`config.mk`:
```
export PLATFORM = sky130hd
export DESIGN_NAME = isd_core
export DESIGN_NICKNAME = d
export VERILOG_FILES = /design/src/hdl/isd_pkg.sv /design/src/hdl/isd_core.sv /design/src/hdl/isd_div.sv
export SDC_FILE = /design/constraint.sdc
export NUM_CORES = 1
export LEC_CHECK = 0
export BUFFER_PORTS_ARGS = -buffer_cell sky130_fd_sc_hd__buf_4
export CAP_MARGIN = 30
export CELL_PAD_IN_SITES_DETAIL_PLACEMENT = 0
export CELL_PAD_IN_SITES_GLOBAL_PLACEMENT = 1
export CORE_UTILIZATION = 45
export CTS_CLUSTER_SIZE = 25
export DETAILED_ROUTE_END_ITERATION = 12
export PLACE_DENSITY_LB_ADDON = 0.1
export SLEW_MARGIN = 20
export SYNTH_ARGS = -nofsm -noshare
export SYNTH_HDL_FRONTEND = slang
export SYNTH_SLANG_ARGS = --single-unit
```
`constraint.sdc`:
```
create_clock -name ref_clk -period 7.1 [get_ports ref_clk]
set_clock_uncertainty 0.2 [all_clocks]
set_input_delay 0.71 -clock ref_clk [delete_from_list [all_inputs] [get_ports ref_clk]]
set_output_delay 0.71 -clock ref_clk [all_outputs]
set_load 0.005 [all_outputs]
```
`src/hdl/isd_pkg.sv`:
```
// shared constants and types of the synthesizer digital core
package isd_pkg;

  // serial write frame
  localparam int FRAME_BITS = 25;
  localparam logic [5:0] FRAME_LEN = 6'h19;
  localparam logic [5:0] CNT_MAX = 6'h3F;

  typedef struct packed {
    logic [3:0] chip;
    logic [4:0] addr;
    logic [15:0] data;
  } isd_frame_s;

  // serial register addresses
  localparam logic [4:0] SADDR_REF = 5'h00;
  localparam logic [4:0] SADDR_FB_LOW = 5'h01;
  localparam logic [4:0] SADDR_FB_HIGH = 5'h02;

  // serial register reset values
  localparam logic [15:0] REF_WORD_RST = 16'h0001;
  localparam logic [15:0] FB_LOW_RST = 16'h0400;
  localparam logic [15:0] FB_HIGH_RST = 16'h0000;

  // apb byte offsets
  localparam logic [7:0] OFS_CTRL = 8'h00;
  localparam logic [7:0] OFS_REF = 8'h04;
  localparam logic [7:0] OFS_FB = 8'h08;
  localparam logic [7:0] OFS_STATUS = 8'h0C;

  // control register fields
  localparam int CTRL_PRESC_BIT = 0;
  localparam int CTRL_NEED_LSB = 8;
  localparam logic [11:0] CTRL_RST = 12'h801;

  // status register fields
  localparam int ST_LOCK_BIT = 0;
  localparam int ST_RATIO_ERR_BIT = 1;
  localparam int ST_OK_LSB = 8;
  localparam int ST_DROP_LSB = 16;

  // prescaler bases
  localparam logic [5:0] PRESC_SMALL = 6'h10;
  localparam logic [5:0] PRESC_BIG = 6'h20;
  localparam logic [17:0] NMIN_SMALL = 18'h00100;
  localparam logic [17:0] NMIN_BIG = 18'h00400;

  // lock window: lead/lag gaps must be shorter than this
  localparam int CLK_PERIOD_NS = 10;
  localparam int LOCK_GAP_NS = 30;
  localparam int LOCK_GAP_CYC_I = (LOCK_GAP_NS / CLK_PERIOD_NS) < 1 ?
                                  1 : (LOCK_GAP_NS / CLK_PERIOD_NS);
  localparam logic [7:0] LOCK_GAP_CYC = LOCK_GAP_CYC_I[7:0];

  typedef enum logic [1:0] {
    PFD_IDLE = 2'b00,
    PFD_LEAD = 2'b01,
    PFD_LAG = 2'b10
  } isd_pfd_e;

endpackage

```
`src/hdl/isd_core.sv`:
```
// synthesizer digital core: serial port, dividers, phase and lock detect
//
// Added by the designer: register access over APB and the address map.
`timescale 1ns/100ps
////////////////////////////////////////////////////////////////////////////
// What this block does
// - three-wire serial port, receive only
// - frames are exactly 25 bits
// - low sixteen frame bits are payload
// - bits 20..16 select target register
// - bits 24..21 must match chip code
// - 11-bit reference divider feeds phase detector
// - reference ratio 1 through 2047
// - dual-modulus prescaler, 13-bit main, 5-bit swallow
// - ratio equals prescaler times main plus swallow
// - ratio valid from prescaler squared upward; small prescaler also needs ratio bit 17 clear
// - detector gives lead and lag pulses
// - positive phase lead, negative phase lag
// - only rising edges of inputs count
// - lock after enough short-gap comparison cycles
// - lock output high only while locked
// - high word bits 1..0 are ratio MSBs
// - low word gives sixteen ratio LSBs
// - data sampled on serial clock rising edge
////////////////////////////////////////////////////////////////////////////
module isd_core #(
  parameter logic [3:0] CHIP_CODE = 4'h9 // arbitrary value
) (
  input wire logic ref_clk,
  input wire logic rst,
  input wire logic [7:0] paddr,
  input wire logic psel,
  input wire logic penable,
  input wire logic pwrite,
  input wire logic [31:0] pwdata,
  output logic [31:0] prdata,
  output logic pready,
  output logic pslverr,
  input wire logic ser_clk,
  input wire logic latch_strobe,
  input wire logic ser_data,
  input wire logic vco_in,
  output logic lead_pulse,
  output logic lag_pulse,
  output logic lock_flag
);

  ////////////////////////////////////////////////////////////////////////
  // serial write port

  logic ser_clk_q;
  logic latch_q;
  logic ser_rise;
  logic latch_rise;
  logic [24:0] shift_r;
  logic [5:0] bit_cnt_r;
  isd_pkg::isd_frame_s frame;
  logic frame_take;
  logic frame_drop;

  always_ff @(posedge ref_clk or posedge rst)
  begin
    if (rst)
    begin
      ser_clk_q <= 1'b1;
      latch_q <= 1'b1;
    end
    else
    begin
      ser_clk_q <= ser_clk;
      latch_q <= latch_strobe;
    end
  end

  assign ser_rise = ser_clk && !ser_clk_q;
  assign latch_rise = latch_strobe && !latch_q;

  // the count saturates so an overlong frame can never wrap back to 25
  always_ff @(posedge ref_clk or posedge rst)
  begin
    if (rst)
    begin
      shift_r <= '0;
      bit_cnt_r <= '0;
    end
    else if (latch_rise)
    begin
      bit_cnt_r <= '0;
    end
    else if (ser_rise && !latch_strobe)
    begin
      shift_r <= {shift_r[23:0], ser_data};
      if (bit_cnt_r != isd_pkg::CNT_MAX)
      begin
        bit_cnt_r <= bit_cnt_r + 6'h01;
      end
    end
  end

  assign frame = shift_r;
  assign frame_take = latch_rise &&
                      (bit_cnt_r == isd_pkg::FRAME_LEN) &&
                      (frame.chip == CHIP_CODE);
  // an idle strobe pulse with no bits shifted is not a frame at all
  assign frame_drop = latch_rise && !frame_take && (bit_cnt_r != '0);

  ////////////////////////////////////////////////////////////////////////
  // divider words written over the serial port

  logic [15:0] ref_word_r;
  logic [15:0] fb_low_r;
  logic [15:0] fb_high_r;
  logic [7:0] frames_ok_r;
  logic [7:0] frames_drop_r;

  always_ff @(posedge ref_clk or posedge rst)
  begin
    if (rst)
    begin
      ref_word_r <= isd_pkg::REF_WORD_RST;
      fb_low_r <= isd_pkg::FB_LOW_RST;
      fb_high_r <= isd_pkg::FB_HIGH_RST;
    end
    else if (frame_take)
    begin
      if (frame.addr == isd_pkg::SADDR_REF)
      begin
        ref_word_r <= frame.data;
      end
      else if (frame.addr == isd_pkg::SADDR_FB_LOW)
      begin
        fb_low_r <= frame.data;
      end
      else if (frame.addr == isd_pkg::SADDR_FB_HIGH)
      begin
        fb_high_r <= frame.data;
      end
    end
  end

  always_ff @(posedge ref_clk or posedge rst)
  begin
    if (rst)
    begin
      frames_ok_r <= '0;
      frames_drop_r <= '0;
    end
    else
    begin
      if (frame_take)
      begin
        frames_ok_r <= frames_ok_r + 8'h01;
      end
      if (frame_drop)
      begin
        frames_drop_r <= frames_drop_r + 8'h01;
      end
    end
  end

  ////////////////////////////////////////////////////////////////////////
  // apb slave, one wait state so read data comes from a flop

  logic [11:0] ctrl_r;
  logic pready_r;
  logic [31:0] prdata_r;
  logic addr_ok;
  logic [31:0] rd_val;
  logic lock_r;
  logic ratio_err;

  always_comb
  begin
    addr_ok = 1'b1;
    rd_val = '0;
    if (paddr == isd_pkg::OFS_CTRL)
    begin
      rd_val = {20'h00000, ctrl_r};
    end
    else if (paddr == isd_pkg::OFS_REF)
    begin
      rd_val = {16'h0000, ref_word_r};
    end
    else if (paddr == isd_pkg::OFS_FB)
    begin
      rd_val = {14'h0000, fb_high_r[1:0], fb_low_r};
    end
    else if (paddr == isd_pkg::OFS_STATUS)
    begin
      rd_val = '0;
      rd_val[isd_pkg::ST_LOCK_BIT] = lock_r;
      rd_val[isd_pkg::ST_RATIO_ERR_BIT] = ratio_err;
      rd_val[isd_pkg::ST_OK_LSB +: 8] = frames_ok_r;
      rd_val[isd_pkg::ST_DROP_LSB +: 8] = frames_drop_r;
    end
    else
    begin
      addr_ok = 1'b0;
    end
  end

  always_ff @(posedge ref_clk or posedge rst)
  begin
    if (rst)
    begin
      pready_r <= 1'b0;
      prdata_r <= '0;
    end
    else
    begin
      pready_r <= psel && penable && !pready_r;
      if (psel && penable && !pready_r && !pwrite)
      begin
        prdata_r <= rd_val;
      end
    end
  end

  always_ff @(posedge ref_clk or posedge rst)
  begin
    if (rst)
    begin
      ctrl_r <= isd_pkg::CTRL_RST;
    end
    else if (psel && penable && pready_r && pwrite &&
             (paddr == isd_pkg::OFS_CTRL))
    begin
      ctrl_r <= pwdata[11:0];
    end
  end

  assign pready = pready_r;
  assign pslverr = pready_r && !addr_ok;
  assign prdata = prdata_r;

  ////////////////////////////////////////////////////////////////////////
  // reference divider

  logic ref_wrap;

  isd_div #(
    .W(11)
  ) u_ref_div (
    .ref_clk(ref_clk),
    .rst(rst),
    .tick(1'b1),
    .ratio(ref_word_r[10:0]),
    .wrap(ref_wrap)
  );

  ////////////////////////////////////////////////////////////////////////
  // feedback divider: dual-modulus prescaler, main and swallow counters

  logic [17:0] n_ratio;
  logic presc_big;
  logic [5:0] presc_base;
  logic [12:0] main_m;
  logic [4:0] swallow_s;
  logic vco_q;
  logic vco_rise;
  logic [5:0] pre_cnt_r;
  logic [5:0] pre_last;
  logic pre_wrap;
  logic [4:0] swallow_left_r;
  logic fb_wrap;

  assign n_ratio = {fb_high_r[1:0], fb_low_r};
  assign presc_big = ctrl_r[isd_pkg::CTRL_PRESC_BIT];
  assign presc_base = presc_big ? isd_pkg::PRESC_BIG : isd_pkg::PRESC_SMALL;
  // split n into main and swallow so that n = base * m + s
  assign main_m = presc_big ? n_ratio[17:5] : n_ratio[16:4];
  assign swallow_s = presc_big ? n_ratio[4:0] : {1'b0, n_ratio[3:0]};
  // below base squared the swallow count can exceed main and n is wrong
  assign ratio_err = presc_big ?
                     (n_ratio < isd_pkg::NMIN_BIG) :
                     ((n_ratio < isd_pkg::NMIN_SMALL) || n_ratio[17]);

  always_ff @(posedge ref_clk or posedge rst)
  begin
    if (rst)
    begin
      vco_q <= 1'b0;
    end
    else
    begin
      vco_q <= vco_in;
    end
  end

  assign vco_rise = vco_in && !vco_q;
  // divide by base+1 while swallow cycles remain, by base after
  assign pre_last = (swallow_left_r != '0) ? presc_base :
                    presc_base - 6'h01;
  assign pre_wrap = vco_rise && (pre_cnt_r >= pre_last);

  always_ff @(posedge ref_clk or posedge rst)
  begin
    if (rst)
    begin
      pre_cnt_r <= '0;
    end
    else if (pre_wrap)
    begin
      pre_cnt_r <= '0;
    end
    else if (vco_rise)
    begin
      pre_cnt_r <= pre_cnt_r + 6'h01;
    end
  end

  isd_div #(
    .W(13)
  ) u_main_div (
    .ref_clk(ref_clk),
    .rst(rst),
    .tick(pre_wrap),
    .ratio(main_m),
    .wrap(fb_wrap)
  );

  always_ff @(posedge ref_clk or posedge rst)
  begin
    if (rst)
    begin
      swallow_left_r <= '0;
    end
    else if (fb_wrap)
    begin
      swallow_left_r <= swallow_s;
    end
    else if (pre_wrap && (swallow_left_r != '0))
    begin
      swallow_left_r <= swallow_left_r - 5'h01;
    end
  end

  ////////////////////////////////////////////////////////////////////////
  // phase detector on the rising edges of both divider outputs

  logic ref_ev;
  logic fb_ev;
  isd_pkg::isd_pfd_e pfd_r;
  isd_pkg::isd_pfd_e pfd_nxt;
  logic cmp_done;
  logic lead_r;
  logic lag_r;
  logic [7:0] gap_r;

  // a wrap strobe is high one cycle per divided edge, every cycle at ratio 1, so each cycle marks one edge
  assign ref_ev = ref_wrap;
  assign fb_ev = fb_wrap;

  always_comb
  begin
    pfd_nxt = pfd_r;
    cmp_done = 1'b0;
    case (pfd_r)
      isd_pkg::PFD_IDLE:
      begin
        if (ref_ev && fb_ev)
        begin
          cmp_done = 1'b1;
        end
        else if (ref_ev)
        begin
          pfd_nxt = isd_pkg::PFD_LEAD;
        end
        else if (fb_ev)
        begin
          pfd_nxt = isd_pkg::PFD_LAG;
        end
      end
      isd_pkg::PFD_LEAD:
      begin
        if (fb_ev)
        begin
          pfd_nxt = isd_pkg::PFD_IDLE;
          cmp_done = 1'b1;
        end
      end
      isd_pkg::PFD_LAG:
      begin
        if (ref_ev)
        begin
          pfd_nxt = isd_pkg::PFD_IDLE;
          cmp_done = 1'b1;
        end
      end
      default:
      begin
        pfd_nxt = isd_pkg::PFD_IDLE;
      end
    endcase
  end

  always_ff @(posedge ref_clk or posedge rst)
  begin
    if (rst)
    begin
      pfd_r <= isd_pkg::PFD_IDLE;
      lead_r <= 1'b0;
      lag_r <= 1'b0;
    end
    else
    begin
      pfd_r <= pfd_nxt;
      lead_r <= (pfd_nxt == isd_pkg::PFD_LEAD);
      lag_r <= (pfd_nxt == isd_pkg::PFD_LAG);
    end
  end

  assign lead_pulse = lead_r;
  assign lag_pulse = lag_r;

  ////////////////////////////////////////////////////////////////////////
  // lock detector

  logic [3:0] good_cnt_r;
  logic [3:0] lock_need;

  always_ff @(posedge ref_clk or posedge rst)
  begin
    if (rst)
    begin
      gap_r <= '0;
    end
    else if (pfd_nxt == isd_pkg::PFD_IDLE)
    begin
      gap_r <= '0;
    end
    else if (gap_r != 8'hFF)
    begin
      gap_r <= gap_r + 8'h01;
    end
  end

  assign lock_need = ctrl_r[isd_pkg::CTRL_NEED_LSB +: 4];

  // new divider words restart the lock search from scratch
  always_ff @(posedge ref_clk or posedge rst)
  begin
    if (rst)
    begin
      good_cnt_r <= '0;
    end
    else if (frame_take)
    begin
      good_cnt_r <= '0;
    end
    else if (cmp_done)
    begin
      if (gap_r < isd_pkg::LOCK_GAP_CYC)
      begin
        if (good_cnt_r != 4'hF)
        begin
          good_cnt_r <= good_cnt_r + 4'h1;
        end
      end
      else
      begin
        good_cnt_r <= '0;
      end
    end
  end

  always_ff @(posedge ref_clk or posedge rst)
  begin
    if (rst)
    begin
      lock_r <= 1'b0;
    end
    else
    begin
      lock_r <= (good_cnt_r != '0) && (good_cnt_r >= lock_need);
    end
  end

  assign lock_flag = lock_r;

endmodule

```
`src/hdl/isd_div.sv`:
```
// programmable event divider with a combinational wrap strobe
`timescale 1ns/100ps
module isd_div #(
  parameter int W = 11
) (
  input wire logic ref_clk,
  input wire logic rst,
  input wire logic tick,
  input wire logic [W-1:0] ratio,
  output logic wrap
);

  logic [W-1:0] cnt_r;
  logic [W-1:0] last;

  // a ratio of zero divides by one rather than stalling
  assign last = (ratio == '0) ? '0 : ratio - W'(1);
  assign wrap = tick && (cnt_r >= last);

  always_ff @(posedge ref_clk or posedge rst)
  begin
    if (rst)
    begin
      cnt_r <= '0;
    end
    else if (wrap)
    begin
      cnt_r <= '0;
    end
    else if (tick)
    begin
      cnt_r <= cnt_r + W'(1);
    end
  end

endmodule

```
==> flow_metrics.env, run 1 <==
export IMPL_fin_setup_tns_ps=0
export IMPL_start_kind="register"
export IMPL_row_count=52
export IMPL_syn_area_um2=9320
export IMPL_relSlewSlack=0.456
export IMPL_syn2layout_area_growth_pct=14.5
export IMPL_fin_area_um2=10700
export IMPL_synth_top_cell_by_area="dfrtp_1"
export IMPL_hold_slack_ps=81.8
export IMPL_r2r_end="gap_r[3]"
export IMPL_power_switching_w=0.000726
export IMPL_ff2ff_path_depth=17
export IMPL_postRouteAntennaNets=0
export IMPL_htree_num_levels=4
export IMPL_cts_buffers=17
export IMPL_die_w_um=146
export IMPL_synth_area_top_cells="dfrtp_1 45%, mux2_2 7.7%, ha_1 6.6%"
export IMPL_internal_power_w=0.00175
export IMPL_p_comb_frac=0.137
export IMPL_status="complete, no violations"
export IMPL_yosysMostFrequentCell="dfrtp_1"
export IMPL_viasPerCell=5.53
export IMPL_hp_class="in2async"
export IMPL_fin_nets=1028
export IMPL_core_um2=20300
export IMPL_hpwl_um=15400
export IMPL_r2r_slack_ps=1620
export IMPL_slew_violations=0
export IMPL_clock_path_buffers=2
export IMPL_worstPathArrival_ps=5580
export IMPL_wl_per_cell_um=17.6
export IMPL_cp_max_fo=38
export IMPL_cts_sinks=173
export IMPL_rsz0062_at_grt="false"
export IMPL_grt_start_max_net_pins=97
export IMPL_async_reset_ff_frac=1.00
export IMPL_synth_flop_cell="dfrtp_1"
export IMPL_max_freq_ghz=0.182
export IMPL_root_buffer="clkbuf_16"
export IMPL_overflow=0
export IMPL_layout_cells_non_filler=1213
export IMPL_ys_warnings_count=0
export IMPL_routed_wl_um=21300
export IMPL_pre_cts_ws_ps=1630
export IMPL_worstReg2RegStart="ctrl_r[0]"
export IMPL_final_seq_area_um2=4340
export IMPL_drt_pass1_iter_count=4
export IMPL_cp_end_kind="register"
export IMPL_crit_required_ps=7200
export IMPL_start_util=0.459
export IMPL_drive_above_1_share=0.214
export IMPL_port_buffers=57
export IMPL_drtIter0Drc=362
export IMPL_grt_use_total=0.213
export IMPL_sw_frac_of_total=0.294
export IMPL_vdd_drop_max_v=0.000151
export IMPL_grt_first_pass_wirelength_um=35700
export IMPL_period_share=0.772
export IMPL_synth_seq_cells=173
export IMPL_cts_resized=0
export IMPL_finalWorstSetupSlack_ps=1620
export IMPL_ys_seq_area_frac=0.465
export IMPL_p_seq_frac=0.479
export IMPL_fillers=1839
export IMPL_cts_hold_buffers=0
export IMPL_worst_pin_slew_ps=814
export IMPL_cap_violations=0
export IMPL_crit_type="reg2reg"
export IMPL_hold_viol=0
export IMPL_die_h_um=146
export IMPL_power_density_nw_per_um2=232
export IMPL_synth_common_cells="167 x dfrtp_1, 71 x nand2_1, 64 x mux2_2"
export IMPL_dp_cells=1177
export IMPL_netlist_cell_type_count=65
export IMPL_die_area_um2=21300
export IMPL_io_pins=86
export IMPL_synth_enable_flop_cells=0
export IMPL_drcViolationCount=0
export IMPL_dpl_cell_area_um2=10000
export IMPL_clkPwrFrac=0.383
export IMPL_cts_tree="yes"
export IMPL_worstSkewPairLatency_ps=440
export IMPL_via_count=6711
export IMPL_clk_pin_slew_worst_paths_ps=80
export IMPL_netlist_area_leader_share=0.448
export IMPL_post_route_min_period_ps=5480
export IMPL_antenna_found_initial=0
export IMPL_synth_cells=875
export IMPL_diodes=0
export IMPL_setup_violations_final=0
export IMPL_total_leakage_power_nw=5.08
export IMPL_post_cts_buffers=0
export IMPL_syn_avg_cell_area_um2=10.7
export IMPL_multi_input_area_um2=4720
export IMPL_grt_pass1_vias=6872
export IMPL_place_congestion=0.784
[state kept, by name, indices dropped and copies added (netlist names), 8 cells and up]
name              cells
gap_r                 8
u_main_div.cnt_r     13
u_ref_div.cnt_r      11
ref_word_r           16
frames_ok_r           8
prdata               24
fb_low_r             16
frame                25
ctrl_r               12
frames_drop_r         8
[worst max-delay path by stage]
| stage | cells after the start | slack [ps] | to | from |
|---|---|---|---|---|
| after floorplan | 1 | 1510 | bit_cnt_r[0] | rst |
| after global placement | 16 | 1300 | gap_r[7] | ctrl_r[0] |
| after detailed placement | 17 | 1630 | gap_r[3] | ctrl_r[0] |
| after CTS | 17 | 1610 | gap_r[3] | ctrl_r[0] |
| after global routing | 17 | 1130 | gap_r[3] | ctrl_r[0] |
| final | 17 | 1620 | gap_r[3] | ctrl_r[0] |
[power by group through the flow]
stage	combinational, W	clock (W)	sequential, W
4_1_cts	0.000340	0.000970	0.00118
3_3_place_gp	0.000313	0	0.00120
6_report	0.000340	0.000947	0.00119
5_1_grt	0.000393	0.00102	0.00120
3_5_place_dp	0.000338	0	0.00120
2_1_floorplan	0.000255	0	0.00117
[critical path: stages (launching register included)]
cell	delay (ps)
dfstp_2	960
nor2b_1	160
a21oi_1	190
ha_1	210
nor2b_1	170
nand4b_1	220
or3_1	440
a2111o_1	550
o21ai_0	160
ha_1	280
a211oi_1	210
o21ai_0	150
a22oi_1	170
buf_4	190
a21oi_1	160
buf_4	220
xnor2_1	530
nor3_1	130
[placed cells by master (no fill, tap or decap), types with 7 or more instances in the layout]
| cell | netlist | layout |
|---|---|---|
| inv_6 | 0 | 7 |
| mux2i_1 | 16 | 16 |
| nand3_1 | 29 | 29 |
| buf_4 | 9 | 64 |
| or3_1 | 8 | 8 |
| ha_1 | 49 | 49 |
| a21oi_1 | 29 | 29 |
| dfrtp_1 | 167 | 167 |
| nand2_1 | 71 | 71 |
| mux2_2 | 64 | 64 |
| inv_1 | 28 | 27 |
| xor2_1 | 20 | 20 |
| conb_1 | 1 | 8 |
| nor2_1 | 56 | 56 |
| nor4_1 | 8 | 8 |
| xnor2_1 | 20 | 20 |
| nor3_1 | 18 | 18 |
| clkbuf_16 | 0 | 17 |
| nor2b_1 | 16 | 16 |
| and3_1 | 23 | 23 |
| o21ai_0 | 54 | 54 |
| a22o_1 | 23 | 23 |
| nand2b_1 | 15 | 15 |
| mux2_4 | 10 | 10 |
| nand4_1 | 15 | 15 |
[layout make-up]
class | count | share of cell area
clock buffers | 18 | 0.0402
inverters | 28 | 0.0103
clock inverters | 14 | 0.0158
repair buffers | 70 | 0.0537
multi-input cells | 640 | 0.442
well taps | 270 | 0.0317
flip-flops and latches | 173 | 0.406
[cells by family after synthesis]
logic type / Yosys count / share of synthesized area
buffers and inverters: 69 / 0.0325
flip-flops: 173 / 0.465
AO/OA/AOI/OAI: 155 / 0.108
multiplexers: 96 / 0.125
XOR/XNOR: 40 / 0.0376
other: 1 / 0.000402
adder cells (fa/ha/maj): 49 / 0.0658
AND/OR/NAND/NOR: 292 / 0.165
[per-stage QoR]
stage | power, W | utilization
finish | 0.00247 | 0.526
global placement | 0.00151 | 0.491
global route | 0.00261 | 0.526
floorplan | 0.00142 | -
detailed placement | 0.00154 | 0.493
CTS | 0.00249 | 0.522
[metal layers]
layer / up-vias / wire, um / GRT usage
met5: - / 0 / 0
met4: 0 / 265 / 0.0553
met3: 17 / 461 / 0.0386
met2: 76 / 10800 / 0.368
met1: 3347 / 9760 / 0.274
li1: 3271 / - / -
Power figures use the tool's default switching activity.
==> run 2: changes to the inputs <==
--- a/config.mk
+++ b/config.mk
@@ -5,11 +5,12 @@
 export SDC_FILE = /design/constraint.sdc
 export NUM_CORES = 1
 export LEC_CHECK = 0
+export ABC_AREA = 1
 export BUFFER_PORTS_ARGS = -buffer_cell sky130_fd_sc_hd__buf_4
 export CAP_MARGIN = 30
 export CELL_PAD_IN_SITES_DETAIL_PLACEMENT = 0
 export CELL_PAD_IN_SITES_GLOBAL_PLACEMENT = 1
-export CORE_UTILIZATION = 45
+export CORE_UTILIZATION = 41
 export CTS_CLUSTER_SIZE = 25
 export DETAILED_ROUTE_END_ITERATION = 12
 export PLACE_DENSITY_LB_ADDON = 0.1
==> constraint.sdc (replaced) <==
create_clock -name ref_clk -period 5 [get_ports ref_clk]
set_clock_uncertainty 0.2 [all_clocks]
set_input_delay 0.5 -clock ref_clk [delete_from_list [all_inputs] [get_ports ref_clk]]
set_output_delay 0.5 -clock ref_clk [all_outputs]
set_load 0.005 [all_outputs]
==> run 2 against run 1 <==
Compared with the run above: worst setup slack worse by 500 ps; sequential power rose by 39%; utilization is 5.4 points lower; via count up 14%.
==> flow_metrics.env, run 2 <==
export IMPL_status="complete, no violations"
export IMPL_total_leakage_power_nw=5.59
export IMPL_hpwl_um=15800
export IMPL_io_pins=86
export IMPL_cp_max_fo=17
export IMPL_htree_num_levels=4
export IMPL_p_comb_frac=0.128
export IMPL_netlist_area_leader_share=0.427
export IMPL_hp_class="in2reg"
export IMPL_cpPeakStageDelay_ps=720
export IMPL_clk_pin_slew_worst_paths_ps=80
export IMPL_overflow=0
export IMPL_synth_area_top_cells="dfrtp_1 43%, nand2_1 10%, inv_1 7.0%"
export IMPL_layout_cells_non_filler=1585
export IMPL_syn_area_um2=9790
export IMPL_root_buffer="clkbuf_16"
export IMPL_worstSkewPairLatency_ps=440
export IMPL_p_seq_frac=0.477
export IMPL_post_cts_buffers=0
export IMPL_cts_hold_buffers=3
export IMPL_netlist_cell_type_count=58
export IMPL_syn2layout_area_growth_pct=13.2
export IMPL_start_kind="register"
export IMPL_critPathSlowestCell="dfstp_2"
export IMPL_syn_avg_cell_area_um2=8.19
export IMPL_cts_buffers=17
export IMPL_crit_type="reg2reg"
export IMPL_worst_pin_slew_ps=916
export IMPL_async_reset_ff_frac=1.00
export IMPL_port_buffers=57
export IMPL_grt_pass1_vias=7308
export IMPL_period_share=0.776
export IMPL_crit_required_ps=5170
export IMPL_routed_wl_um=22000
export IMPL_antenna_found_initial=0
export IMPL_drive_above_1_share=0.130
export IMPL_drcViolationCount=0
export IMPL_diodes=0
export IMPL_internal_power_w=0.00243
export IMPL_post_route_min_period_ps=3880
export IMPL_fin_setup_tns_ps=0
export IMPL_drtIter0Drc=298
export IMPL_hold_viol=0
export IMPL_synth_common_cells="266 x nand2_1, 183 x inv_1, 167 x dfrtp_1"
export IMPL_via_count=7643
export IMPL_grt_use_total=0.191
export IMPL_yosysMostFrequentCell="nand2_1"
export IMPL_cap_violations=0
export IMPL_layout_common_cells="266 x nand2_1, 182 x inv_1, 167 x dfrtp_1"
export IMPL_core_um2=23500
export IMPL_cts_tree="yes"
export IMPL_dp_cells=1550
export IMPL_fin_nets=1351
export IMPL_grt_first_pass_wirelength_um=36700
export IMPL_synth_cells=1195
export IMPL_synth_top_cell_by_area="dfrtp_1"
export IMPL_worstPathArrival_ps=4050
export IMPL_relSlewSlack=0.389
export IMPL_ys_seq_area_frac=0.443
export IMPL_clock_path_buffers=2
export IMPL_row_count=56
export IMPL_postRouteAntennaNets=0
export IMPL_ys_warnings_count=0
export IMPL_viasPerCell=4.82
export IMPL_synth_enable_flop_cells=0
export IMPL_synth_seq_cells=173
export IMPL_wl_per_cell_um=13.9
export IMPL_slew_violations=0
export IMPL_setup_violations_final=0
export IMPL_final_core_util=0.472
export IMPL_cts_sinks=173
export IMPL_path_cells="buf_4 > nand2_1 > o21a_1 > nor2_4 > nand3_2 > nor2_2 > nand3_2 > nand2_1 > ha_1 > nand2_1 > inv_1 > nand3_1 > nor2_1 > nor2_1 > nand3_2 > nand2_2 > nand2_2 > nand2_1 > nand3_1 > nand2_1"
export IMPL_largest_reg_flops=25
export IMPL_die_w_um=157
export IMPL_die_h_um=157
export IMPL_power_switching_w=0.00104
export IMPL_power_density_nw_per_um2=313
export IMPL_die_area_um2=24500
export IMPL_drt_pass1_iter_count=5
export IMPL_place_congestion=0.788
export IMPL_synth_flop_cell="dfrtp_1"
export IMPL_rsz0062_at_grt="false"
export IMPL_sw_frac_of_total=0.299
export IMPL_path_common_cell="nand2_1"
export IMPL_max_freq_ghz=0.258
export IMPL_cts_resized=0
export IMPL_start_util=0.417
export IMPL_clkPwrFrac=0.395
export IMPL_vdd_drop_max_v=0.000214
export IMPL_cp_end_kind="register"
export IMPL_grt_start_max_net_pins=174
export IMPL_layout_commonest_cell="nand2_1"
run 2: changes by cell type in the layout (fill, tap and decap cells not counted), moves of 24 or more:
cell / change
o21ai_0: +24
nand2_1: +195
mux2_2: -57
inv_1: +155
nor2_1: +38
o21ai_1: +24
run 2: cells by family after synthesis:
kind of cell | synth area share
adder cells (fa/ha/maj) | 0.0626
buffers and inverters | 0.0979
XOR/XNOR | 0.0286
multiplexers | 0.00805
flip-flops | 0.443
AND/OR/NAND/NOR | 0.237
AO/OA/AOI/OAI | 0.123
other | 0.000383
run 2: area by class of cell:
cell class | count | area [um2]
sequential | 173 | 4340
timing repair buffer | 65 | 508
clock inverter | 15 | 173
inverter | 191 | 721
tap | 319 | 399
clock buffer | 17 | 425
multi-input combinational | 805 | 4520
fill | 2407 | 12400
run 2: per-stage QoR:
| step | hold WS [ps] | total power [W] | setup WS, ps | instance area [um2] |
|---|---|---|---|---|
| final | 92.1 | 0.00347 | 1120 | 11100 |
| after global routing | 71.5 | 0.00366 | 726 | 11100 |
| after CTS | 73.6 | 0.00352 | 1060 | 11100 |
| after detailed placement | 267 | 0.00213 | 1080 | 10500 |
| after global placement | 258 | 0.00212 | 1130 | 10500 |
| after floorplan | 242 | 0.00199 | 1790 | 9820 |
run 2: routing by layer:
metal  routed length, um  global-route usage  up-vias
met5                   0                   0        -
met4                 177              0.0420        0
met3                 411              0.0330       14
met2               10500               0.323       65
met1               10900               0.256     3576
li1                    -                   -     3988
run 2: power by group through the flow:
stage               sequential [W]  combinational, W  clock, W
floorplan                  0.00165          0.000333         0
global placement           0.00168          0.000442         0
detailed placement         0.00168          0.000449         0
CTS                        0.00166          0.000454   0.00141
global route               0.00168          0.000525   0.00146
finish                     0.00166          0.000443   0.00137
run 2: worst paths after layout:
check                      slack, ps  cells past startpoint           start              to
max                             1120                     20       ctrl_r[0]   good_cnt_r[2]
min                               90                      2       pwdata[5]       ctrl_r[5]
max reg2reg                     1120                     20       ctrl_r[0]   good_cnt_r[2]
min reg2reg                      280                      1  frames_ok_r[7]  frames_ok_r[7]
max in group asynchronous       3810                      3             rst       frame[23]
min in group asynchronous        170                      3             rst        frame[3]
run 2: critical path, delay by kind of cell (launching register included):
family,cells,cell delay (ps)
DFF,1,720
and+or+nand+nor,16,2130
adders and majority gates,1,260
AOI/OAI and AO/OA,1,160
buffers and inverters,2,330
